==> config.mk <==
export PLATFORM = sky130hd
export DESIGN_NAME = rcs_sequencer
export DESIGN_NICKNAME = d
export VERILOG_FILES = /design/src/rtl/rcs_pkg.sv /design/src/rtl/rcs_test_mux.sv /design/src/rtl/rcs_sequencer.sv
export SDC_FILE = /design/constraint.sdc
export NUM_CORES = 1
export LEC_CHECK = 0
export ABC_AREA = 1
export BUFFER_PORTS_ARGS = -buffer_cell sky130_fd_sc_hd__buf_2
export CORE_AREA = 2 2 77 79
export DETAILED_ROUTE_END_ITERATION = 12
export DIE_AREA = 0 0 79 81
export PLACE_DENSITY = 0.94
export SLEW_MARGIN = 10
export SYNTH_ARGS = -nofsm -noshare
export SYNTH_HDL_FRONTEND = slang
export SYNTH_SLANG_ARGS = --single-unit
export TNS_END_PERCENT = 50
==> constraint.sdc <==
create_clock -name core_clk -period 2.55 [get_ports core_clk]
set_clock_uncertainty 0.05 [all_clocks]
set_input_delay 0.1275 -clock core_clk [delete_from_list [all_inputs] [get_ports core_clk]]
set_output_delay 0.1275 -clock core_clk [all_outputs]
set_load 0.005 [all_outputs]
==> src/rtl/rcs_pkg.sv <==
package rcs_pkg;
    // ==============================
    // Register offsets
    localparam logic [5:0] ADDR_COMMAND = 6'h01;
    localparam logic [5:0] ADDR_RX_WAIT = 6'h21;
    localparam logic [5:0] ADDR_TEST_3C = 6'h3C;
    localparam logic [5:0] ADDR_DIGI_SEL = 6'h3D;
    localparam logic [5:0] ADDR_TEST_3E = 6'h3E;
    localparam logic [5:0] ADDR_TEST_3F = 6'h3F;
    // ==============================
    // Command codes
    localparam logic [5:0] CMD_IDLE = 6'h00;
    localparam logic [5:0] CMD_RECEIVE = 6'h16;
    localparam logic [5:0] CMD_TRANSMIT = 6'h1A;
    localparam logic [5:0] CMD_POWER_ON_INIT_COMMAND = 6'h3F;
    // ==============================
    // Field positions and reset values
    localparam int ROUTE_BIT = 7;
    localparam logic [7:0] DIGI_SEL_RESET = 8'h00;
    localparam logic [7:0] RX_WAIT_RESET = 8'h06;
    localparam logic [7:0] INIT_CYCLES = 8'h10;
    // ==============================
    // Test signal codes (full byte, route bit set)
    localparam logic [7:0] TS_SDATA = 8'hF4;
    localparam logic [7:0] TS_SVALID = 8'hE4;
    localparam logic [7:0] TS_SCOLL = 8'hD4;
    localparam logic [7:0] TS_SCLOCK = 8'hC4;
    localparam logic [7:0] TS_RDSYNC = 8'hB5;
    localparam logic [7:0] TS_WRSYNC = 8'hA5;
    localparam logic [7:0] TS_INTCLK = 8'h96;
    // ==============================
    // Sequencer states
    typedef enum logic [2:0] {
        RCS_INIT = 3'b000,
        RCS_IDLE = 3'b001,
        RCS_TX = 3'b010,
        RCS_RX_WAIT = 3'b011,
        RCS_RX = 3'b100
    } rcs_state_t;
    // Internal digital test signals
    typedef struct packed {
        logic s_data;
        logic s_valid;
        logic s_coll;
        logic s_clock;
        logic rd_sync;
        logic wr_sync;
        logic int_clock;
    } rcs_test_sig_t;
endpackage : rcs_pkg

==> src/rtl/rcs_test_mux.sv <==
`timescale 1ns/1ps
// ==============================
// Test signal selector, registered output
module rcs_test_mux (
    input wire logic core_clk,
    input wire logic resetn,
    input wire logic clk_en,
    input wire logic [7:0] select,
    input wire logic [7:0] normal_sources,
    input wire logic [2:0] normal_choice,
    input wire rcs_pkg::rcs_test_sig_t test_sig,
    output logic pin
);
    logic next_pin; // Combinational pick

    // Choose source by override bit
    always_comb begin
        next_pin = 1'b0;
        if (select[rcs_pkg::ROUTE_BIT]) begin
            case (select)
                rcs_pkg::TS_SDATA: next_pin = test_sig.s_data;
                rcs_pkg::TS_SVALID: next_pin = test_sig.s_valid;
                rcs_pkg::TS_SCOLL: next_pin = test_sig.s_coll;
                rcs_pkg::TS_SCLOCK: next_pin = test_sig.s_clock;
                rcs_pkg::TS_RDSYNC: next_pin = test_sig.rd_sync;
                rcs_pkg::TS_WRSYNC: next_pin = test_sig.wr_sync;
                default: next_pin = 1'b0; // Unlisted code drives low
            endcase
        end else begin
            next_pin = normal_sources[normal_choice];
        end
    end

    // int_clock code (96h) has bit 7 set too
    logic int_sel;
    assign int_sel = (select == rcs_pkg::TS_INTCLK);

    // Output flop
    always_ff @(posedge core_clk or negedge resetn) begin
        if (!resetn) begin
            pin <= 1'b0;
        end else if (clk_en) begin
            pin <= int_sel ? test_sig.int_clock : next_pin;
        end
    end

    a_mux_normal: assert property (@(posedge core_clk) disable iff (!resetn)
        clk_en && !select[7] |=> pin == $past(normal_sources[normal_choice]))
        else $error("normal mux output wrong");
    a_mux_test: assert property (@(posedge core_clk) disable iff (!resetn)
        clk_en && select == rcs_pkg::TS_SDATA |=> pin == $past(test_sig.s_data))
        else $error("test mux output wrong");
    a_mux_coll: assert property (@(posedge core_clk) disable iff (!resetn)
        clk_en && select == rcs_pkg::TS_SCOLL |=> pin == $past(test_sig.s_coll))
        else $error("collision route wrong");
endmodule : rcs_test_mux

==> src/rtl/rcs_sequencer.sv <==
`timescale 1ns/1ps
// Functional notes
// - Command register write starts the command
// - Stream commands consume FIFO bytes at once
// - Starting a command never flushes FIFO
// - New code other than 3Fh aborts any command except init
// - Code 3Fh runs reset initialization
// - Init only after reset, never host
// - Code 00h cancels, leaves sequencer idle
// - Code 1Ah transmits FIFO data stream
// - Code 16h waits delay, then receives
// - Route bit set drives test signal
// - Route bit clear uses normal choice
// - Codes select listed internal test signals
module rcs_sequencer (
    input wire logic core_clk,
    input wire logic resetn,
    input wire logic clk_en,
    input wire logic reg_wr, // Host write strobe
    input wire logic [5:0] reg_addr,
    input wire logic [7:0] reg_wdata,
    input wire logic fifo_rd_valid, // FIFO holds a byte
    input wire logic [7:0] fifo_rd_data,
    input wire logic fifo_wr_ready, // FIFO has room
    input wire logic tx_ready, // Transmitter accepts a byte
    input wire logic rx_valid, // Receiver delivers a byte
    input wire logic [7:0] rx_data,
    input wire logic rx_done, // Receiver frame ended
    input wire logic [7:0] normal_sources,
    input wire logic [2:0] multifunction_output_choice,
    input wire rcs_pkg::rcs_test_sig_t test_sig,
    output logic fifo_rd_pop,
    output logic fifo_wr_push,
    output logic [7:0] fifo_wr_data,
    output logic tx_valid,
    output logic [7:0] tx_data,
    output logic rx_enable,
    output logic [5:0] command,
    output logic busy,
    output logic multifunction_output_pin
);
    // ==============================
    // State and registers
    rcs_pkg::rcs_state_t state; // Sequencer state
    logic [7:0] digital_test_signal_select; // Test mux control
    logic [7:0] receiver_start_delay; // Receiver wait, cycles
    logic [7:0] count; // Init and wait counter
    logic cmd_wr; // Host command write

    assign cmd_wr = reg_wr && reg_addr == rcs_pkg::ADDR_COMMAND;

    logic cmd_new; // Host code that replaces the running one
    assign cmd_new = cmd_wr && reg_wdata[5:0] != rcs_pkg::CMD_POWER_ON_INIT_COMMAND;

    // Decode a written code to its starting state
    function automatic rcs_pkg::rcs_state_t start_state(
        input logic [5:0] code);
        // Every decoded code streams; none gathers arguments
        case (code)
            rcs_pkg::CMD_TRANSMIT: start_state = rcs_pkg::RCS_TX;
            rcs_pkg::CMD_RECEIVE: start_state = rcs_pkg::RCS_RX_WAIT;
            default: start_state = rcs_pkg::RCS_IDLE;
        endcase
    endfunction : start_state

    // ==============================
    // Register writes
    always_ff @(posedge core_clk or negedge resetn) begin
        if (!resetn) begin
            digital_test_signal_select <= rcs_pkg::DIGI_SEL_RESET;
            receiver_start_delay <= rcs_pkg::RX_WAIT_RESET;
        end else if (clk_en && reg_wr) begin
            // Reserved_test_3c, 3Eh, 3Fh ignore writes
            if (reg_addr == rcs_pkg::ADDR_DIGI_SEL) begin
                digital_test_signal_select <= reg_wdata;
            end
            if (reg_addr == rcs_pkg::ADDR_RX_WAIT) begin
                receiver_start_delay <= reg_wdata;
            end
        end
    end

    // ==============================
    // Command state machine
    always_ff @(posedge core_clk or negedge resetn) begin
        if (!resetn) begin
            state <= rcs_pkg::RCS_INIT;
            command <= rcs_pkg::CMD_POWER_ON_INIT_COMMAND;
            count <= 8'h00;
            busy <= 1'b1;
        end else if (clk_en) begin
            case (state)
                rcs_pkg::RCS_INIT: begin
                    // Init cannot be interrupted by host writes
                    if (count == rcs_pkg::INIT_CYCLES) begin
                        state <= rcs_pkg::RCS_IDLE;
                        command <= rcs_pkg::CMD_IDLE;
                        busy <= 1'b0;
                        count <= 8'h00;
                    end else begin
                        count <= count + 8'h01;
                    end
                end
                default: begin
                    if (cmd_wr && reg_wdata[5:0] != rcs_pkg::CMD_POWER_ON_INIT_COMMAND) begin
                        // New code replaces running one, FIFO kept
                        state <= start_state(reg_wdata[5:0]);
                        command <= (start_state(reg_wdata[5:0]) ==
                            rcs_pkg::RCS_IDLE) ? rcs_pkg::CMD_IDLE
                            : reg_wdata[5:0];
                        busy <= start_state(reg_wdata[5:0]) !=
                            rcs_pkg::RCS_IDLE;
                        count <= 8'h00;
                    end else begin
                        case (state)
                            rcs_pkg::RCS_TX: begin
                                // Stream ends when FIFO runs dry
                                if (!fifo_rd_valid && !tx_valid) begin
                                    state <= rcs_pkg::RCS_IDLE;
                                    command <= rcs_pkg::CMD_IDLE;
                                    busy <= 1'b0;
                                end
                            end
                            rcs_pkg::RCS_RX_WAIT: begin
                                if (count >= receiver_start_delay) begin
                                    state <= rcs_pkg::RCS_RX;
                                end else begin
                                    count <= count + 8'h01;
                                end
                            end
                            rcs_pkg::RCS_RX: begin
                                if (rx_done) begin
                                    state <= rcs_pkg::RCS_IDLE;
                                    command <= rcs_pkg::CMD_IDLE;
                                    busy <= 1'b0;
                                end
                            end
                            default: begin
                            end
                        endcase
                    end
                end
            endcase
        end
    end

    // ==============================
    // Transmit data path: pull bytes while FIFO has any
    always_ff @(posedge core_clk or negedge resetn) begin
        if (!resetn) begin
            tx_valid <= 1'b0;
            tx_data <= 8'h00;
            fifo_rd_pop <= 1'b0;
        end else if (clk_en) begin
            fifo_rd_pop <= 1'b0;
            if (state != rcs_pkg::RCS_TX || cmd_new) begin
                tx_valid <= 1'b0; // Abort drops pending byte
            end else if (tx_valid && !tx_ready) begin
                tx_valid <= 1'b1; // Hold until taken
            end else if (fifo_rd_valid && !fifo_rd_pop) begin
                tx_valid <= 1'b1;
                tx_data <= fifo_rd_data;
                fifo_rd_pop <= 1'b1;
            end else begin
                tx_valid <= 1'b0;
            end
        end
    end

    // ==============================
    // Receive data path: bytes into FIFO
    always_ff @(posedge core_clk or negedge resetn) begin
        if (!resetn) begin
            rx_enable <= 1'b0;
            fifo_wr_push <= 1'b0;
            fifo_wr_data <= 8'h00;
        end else if (clk_en) begin
            rx_enable <= state == rcs_pkg::RCS_RX && !cmd_new;
            fifo_wr_push <= state == rcs_pkg::RCS_RX && rx_valid
                && fifo_wr_ready;
            if (rx_valid) begin
                fifo_wr_data <= rx_data;
            end
        end
    end

    // ==============================
    // Multifunction output mux
    rcs_test_mux u_mux (
        .core_clk(core_clk),
        .resetn(resetn),
        .clk_en(clk_en),
        .select(digital_test_signal_select),
        .normal_sources(normal_sources),
        .normal_choice(multifunction_output_choice),
        .test_sig(test_sig),
        .pin(multifunction_output_pin)
    );

    // ==============================
    // Assertions
    a_init_locked: assert property (@(posedge core_clk) disable iff (!resetn)
        state == rcs_pkg::RCS_INIT && clk_en && count != rcs_pkg::INIT_CYCLES
        |=> state == rcs_pkg::RCS_INIT)
        else $error("init left early");
    a_idle_cancel: assert property (@(posedge core_clk) disable iff (!resetn)
        clk_en && cmd_wr && reg_wdata[5:0] == rcs_pkg::CMD_IDLE
        && state != rcs_pkg::RCS_INIT
        |=> state == rcs_pkg::RCS_IDLE && !busy)
        else $error("idle did not cancel");
    a_tx_start: assert property (@(posedge core_clk) disable iff (!resetn)
        clk_en && cmd_wr && reg_wdata[5:0] == rcs_pkg::CMD_TRANSMIT
        && state != rcs_pkg::RCS_INIT
        |=> state == rcs_pkg::RCS_TX && command == rcs_pkg::CMD_TRANSMIT)
        else $error("transmit not started");
    a_rx_start: assert property (@(posedge core_clk) disable iff (!resetn)
        clk_en && cmd_wr && reg_wdata[5:0] == rcs_pkg::CMD_RECEIVE
        && state != rcs_pkg::RCS_INIT |=> state == rcs_pkg::RCS_RX_WAIT)
        else $error("receive wait not entered");
    a_rx_gated: assert property (@(posedge core_clk) disable iff (!resetn)
        rx_enable |-> $past(state) == rcs_pkg::RCS_RX)
        else $error("receiver on too early");
    a_host_no_init: assert property (@(posedge core_clk) disable iff (!resetn)
        state != rcs_pkg::RCS_INIT |=> state != rcs_pkg::RCS_INIT)
        else $error("init re-entered");
    a_tx_pops: assert property (@(posedge core_clk) disable iff (!resetn)
        fifo_rd_pop |-> tx_valid && $past(state) == rcs_pkg::RCS_TX)
        else $error("pop outside transmit");
    a_rx_done_idle: assert property (@(posedge core_clk) disable iff (!resetn)
        clk_en && state == rcs_pkg::RCS_RX && rx_done && !cmd_wr
        |=> state == rcs_pkg::RCS_IDLE)
        else $error("no return to idle");
    c_tx: cover property (@(posedge core_clk) state == rcs_pkg::RCS_TX
        ##[1:50] state == rcs_pkg::RCS_IDLE);
    c_rx: cover property (@(posedge core_clk) state == rcs_pkg::RCS_RX_WAIT
        ##[1:300] fifo_wr_push);
    c_abort: cover property (@(posedge core_clk) state == rcs_pkg::RCS_TX
        && cmd_wr);
endmodule : rcs_sequencer

==> run_results.csv <==
group,metric,value,unit
run_status,status,"complete, but fails checks",
run_status,violations,"negative hold slack",
drt,drcViolationCount,0,
global_routing,grt_pass1_vias,2997,
setup_path,timing.rr.start,"state[2]$_DFFE_PN0P_",
sta,tns,0,ps
job,cap_viol_max_count,0,
setup_path,reg2regPathDepth,9,
clock_network,cts_max_path_buffers,2,
min_path,whs_path_depth,3,
clock_network,clk_transition_reported_paths,100,ps
setup_path,critPathLaunchType,"flop",
place,dp_hpwl,5.256,mm
drt,num_vias,2929,
yosys,synth_compound_area_share,7.282,%
yosys,synth-xor-area-share,1.738,%
place,place_ws,637.9,ps
power,vdd_ir_drop_max,0.0004792,V
floorplanning,start_util,53.28,%
yosys,synth_area,0.003024,mm^2
clock_network,root_buffer,"clkbuf_8",
clock_network,post-cts-setup-buffers,0,
clock_network,cts_resized,0,
drt,routedWlPerCell,13.32,um
min_path,hold_end,"tx_data[2]$_DFFE_PN0P_",
yosys,synth_edf_count,0,
global_routing,grtUsageTotal,24.96,%
yosys,ys_types,34,
floorplanning,design.core.area,0.005675,mm^2
final_layout,areaGrowthSynthToFinish,25.03,%
drt,via_per_inst,5.287,
sta,max_slew_margin,48.42,%
floorplanning,die_x,79,um
final_layout,num_antenna_cells,0,
yosys,async_reset_ff_share,100.0,%
yosys,syn-mean-instance-area,8.043,um^2
floorplanning,die_area,0.006399,mm^2
sta,slew_viol_final,0,
place,io_buffers,84,
yosys,synthAdderAreaFrac,4.137,%
yosys,syn-num-nets,443,
clock_network,cts_tree,"yes",
sta,setup_viol,0,
final_layout,drive_gt1_share,29.44,%
setup_path,crit_path_frequent_cell,"nand2_1",
global_routing,grt.overflow.total,0,
sta,holdWs,-3.833,ps
setup_path,arrival,2240,ps
sta,tightest_slew,770.8,ps
yosys,ys_warn_count,0,
sta,rsz0062_at_grt,"no",
sta,setup_ws,525.6,ps
sta,period_needed,2024,ps
clock_network,insertion_delay,320,ps
clock_network,clock-sinks,55,
yosys,seq_area_frac_synth,45.88,%
power,leakagePower,2.042,nW
clock_network,cts_buffers,5,
yosys,ys_seq_elements,55,
setup_path,critPathSlowestCell,"nor2_1",
sta,fmax,0.4940,GHz
setup_path,regToRegEndpoint,"count[4]$_DFFE_PN0P_",
drt,wl,7.379,mm
drt,dr.pass1.iters,5,
floorplanning,dieHeight,81,um
final_layout,regArea,0.001388,mm^2
final_layout,multi_input_area,0.001414,mm^2
setup_path,path_cells,"nor2_1 -> inv_1 -> nor2_1 -> nor2_2 -> nand2_1 -> nand2_2 -> inv_1 -> nand2_1 -> nand2_1",
global_routing,grt_pass1_wl,12.80,mm
setup_path,end_kind,"flop",
global_routing,grt_max_degree,56,
setup_path,rrSetupSlack,530,ps
global_routing,antenna_found_initial,0,
setup_path,path_class,"reg2reg",
yosys,synth_top_family_by_area,"simple AND/OR/NAND/NOR gates",
sta,min_period_over_period,79.39,%
drt,ant_nets,0,
setup_path,cp_max_fo,12,
power,power.density,647.8,mW/mm^2
place,gp_congestion,0.8963,
yosys,synthMuxAreaShare,3.310,%
floorplanning,num_rows,28,
yosys,synthCells,376,
yosys,synth_ff_type,"dfrtp_1",
final_layout,fill_cells,444,
yosys,yosys.area_share.simple,30.29,%
drt,drt_iter0_markers,284,
setup_path,slowest_delay,590,ps
final_layout,fin_nets,545,
min_path,hp-start,"fifo_rd_data[2]",
clock_network,htree_levels,2,
min_path,hold_class,"in2reg",
sta,finalHoldViolations,2,
floorplanning,ios,85,
setup_path,cp.required,2770,ps
synthesized netlist by cell type (6+ instances only):
cell / number / share of area (%)
nand2_1: 101 / 13
dfrtp_1: 46 / 38
nor2_1: 31 / 3.8
mux2_2: 8 / 3.0
nand3_1: 35 / 5.8
xor2_1: 6 / 1.7
nand2_2: 7 / 1.4
inv_2: 7 / 0.87
ha_1: 10 / 4.1
inv_1: 44 / 5.5
nand4_1: 6 / 1.2
o21ai_0: 27 / 4.5
dfstp_2: 9 / 7.8
layout make-up:
type,count,area share [%]
clock buffer,5,1.820
clock inverter,3,1.257
inverter,51,5.063
multi-input combinational,265,37.39
sequential,55,36.70
tap,75,2.482
timing repair buffer,100,15.29
through the flow:
step	instances	total power [mW]	utilization (%)	instance area (um^2)
2_1_floorplan	376	1.620	-	3024
3_3_place_gp	531	1.778	61.93	3515
3_5_place_dp	531	1.827	61.93	3515
4_1_cts	554	2.446	66.62	3781
5_1_grt	554	2.598	66.62	3781
6_report	554	2.449	66.62	3781
cells in the final DEF (no fill, tap or decap), types with 3 or more instances in the layout:
| cell | n |
|---|---|
| nor2_1 | 31 |
| o21ai_0 | 27 |
| dfrtp_1 | 46 |
| buf_2 | 84 |
| mux2_2 | 8 |
| inv_1 | 44 |
| nand3_1 | 35 |
| o21ai_2 | 3 |
| nand4_1 | 6 |
| inv_2 | 7 |
| nor3_1 | 5 |
| nand2_1 | 101 |
| xor2_1 | 6 |
| dfstp_2 | 9 |
| ha_1 | 10 |
| nand2_2 | 7 |
| a21oi_1 | 5 |
| dlygate4sd3_1 | 15 |
| nor2_2 | 5 |
| clkbuf_8 | 5 |
how the worst max path moves through the flow:
stage	startpoint	to	slack, ps	depth (start not counted)
2_1_floorplan	receiver_start_delay[1]$_DFFE_PN1P_	count[6]$_DFFE_PN0P_	930	13
3_3_place_gp	receiver_start_delay[1]$_DFFE_PN1P_	count[4]$_DFFE_PN0P_	760	13
3_5_place_dp	state[2]$_DFFE_PN0P_	count[5]$_DFFE_PN0P_	640	9
4_1_cts	state[2]$_DFFE_PN0P_	count[5]$_DFFE_PN0P_	560	9
5_1_grt	state[2]$_DFFE_PN0P_	count[4]$_DFFE_PN0P_	340	9
6_report	state[2]$_DFFE_PN0P_	count[4]$_DFFE_PN0P_	530	9
power breakdown:
| part | internal (mW) | leakage [nW] | total (mW) | switching [mW] |
|---|---|---|---|---|
| Combinational | 0.302 | 1.28 | 0.779 | 0.477 |
| Clock | 0.298 | 0.0587 | 0.601 | 0.303 |
| Sequential | 0.968 | 0.701 | 1.07 | 0.102 |
| Total | 1.57 | 2.04 | 2.45 | 0.882 |
flip-flops by register name, indices dropped and copies added (netlist names):
register	flops
fifo_rd_pop	1
command	6
rx_enable	1
u_mux.pin	1
count	8
busy	1
tx_valid	1
tx_data	8
fifo_wr_push	1
fifo_wr_data	8
receiver_start_delay	8
digital_test_signal_select	8
state	3
logic make-up (layout without fill, tap and decap cells):
family / after synthesis / in the layout
adder cells (fa/ha/maj): 10 / 10
AND/OR/NAND/NOR: 200 / 200
XOR/XNOR: 6 / 6
buffers and inverters: 56 / 159
multiplexers: 9 / 9
AO/OA/AOI/OAI: 40 / 40
flip-flops: 55 / 55
worst max-delay path: cells and delay by family, from the launching register on:
| kind | cells | cell delay (ps) |
|---|---|---|
| flops | 1 | 410 |
| buf+inv | 2 | 270 |
| simple gates | 7 | 1240 |
metal layers:
metal	share of wire, %	wire length [um]	track usage (%)
met1	40	2952	29.15
met2	52	3864	45.42
met3	5.7	420	5.556
met4	1.9	142	8.621
met5	0	0	0
repair_timing:
action                                  in CTS  in global routing
hold endpoints to repair                    60                  0
hold buffers                                15                  0
endpoints found under the setup margin       0                  0
(Power assumes the default switching activity.)
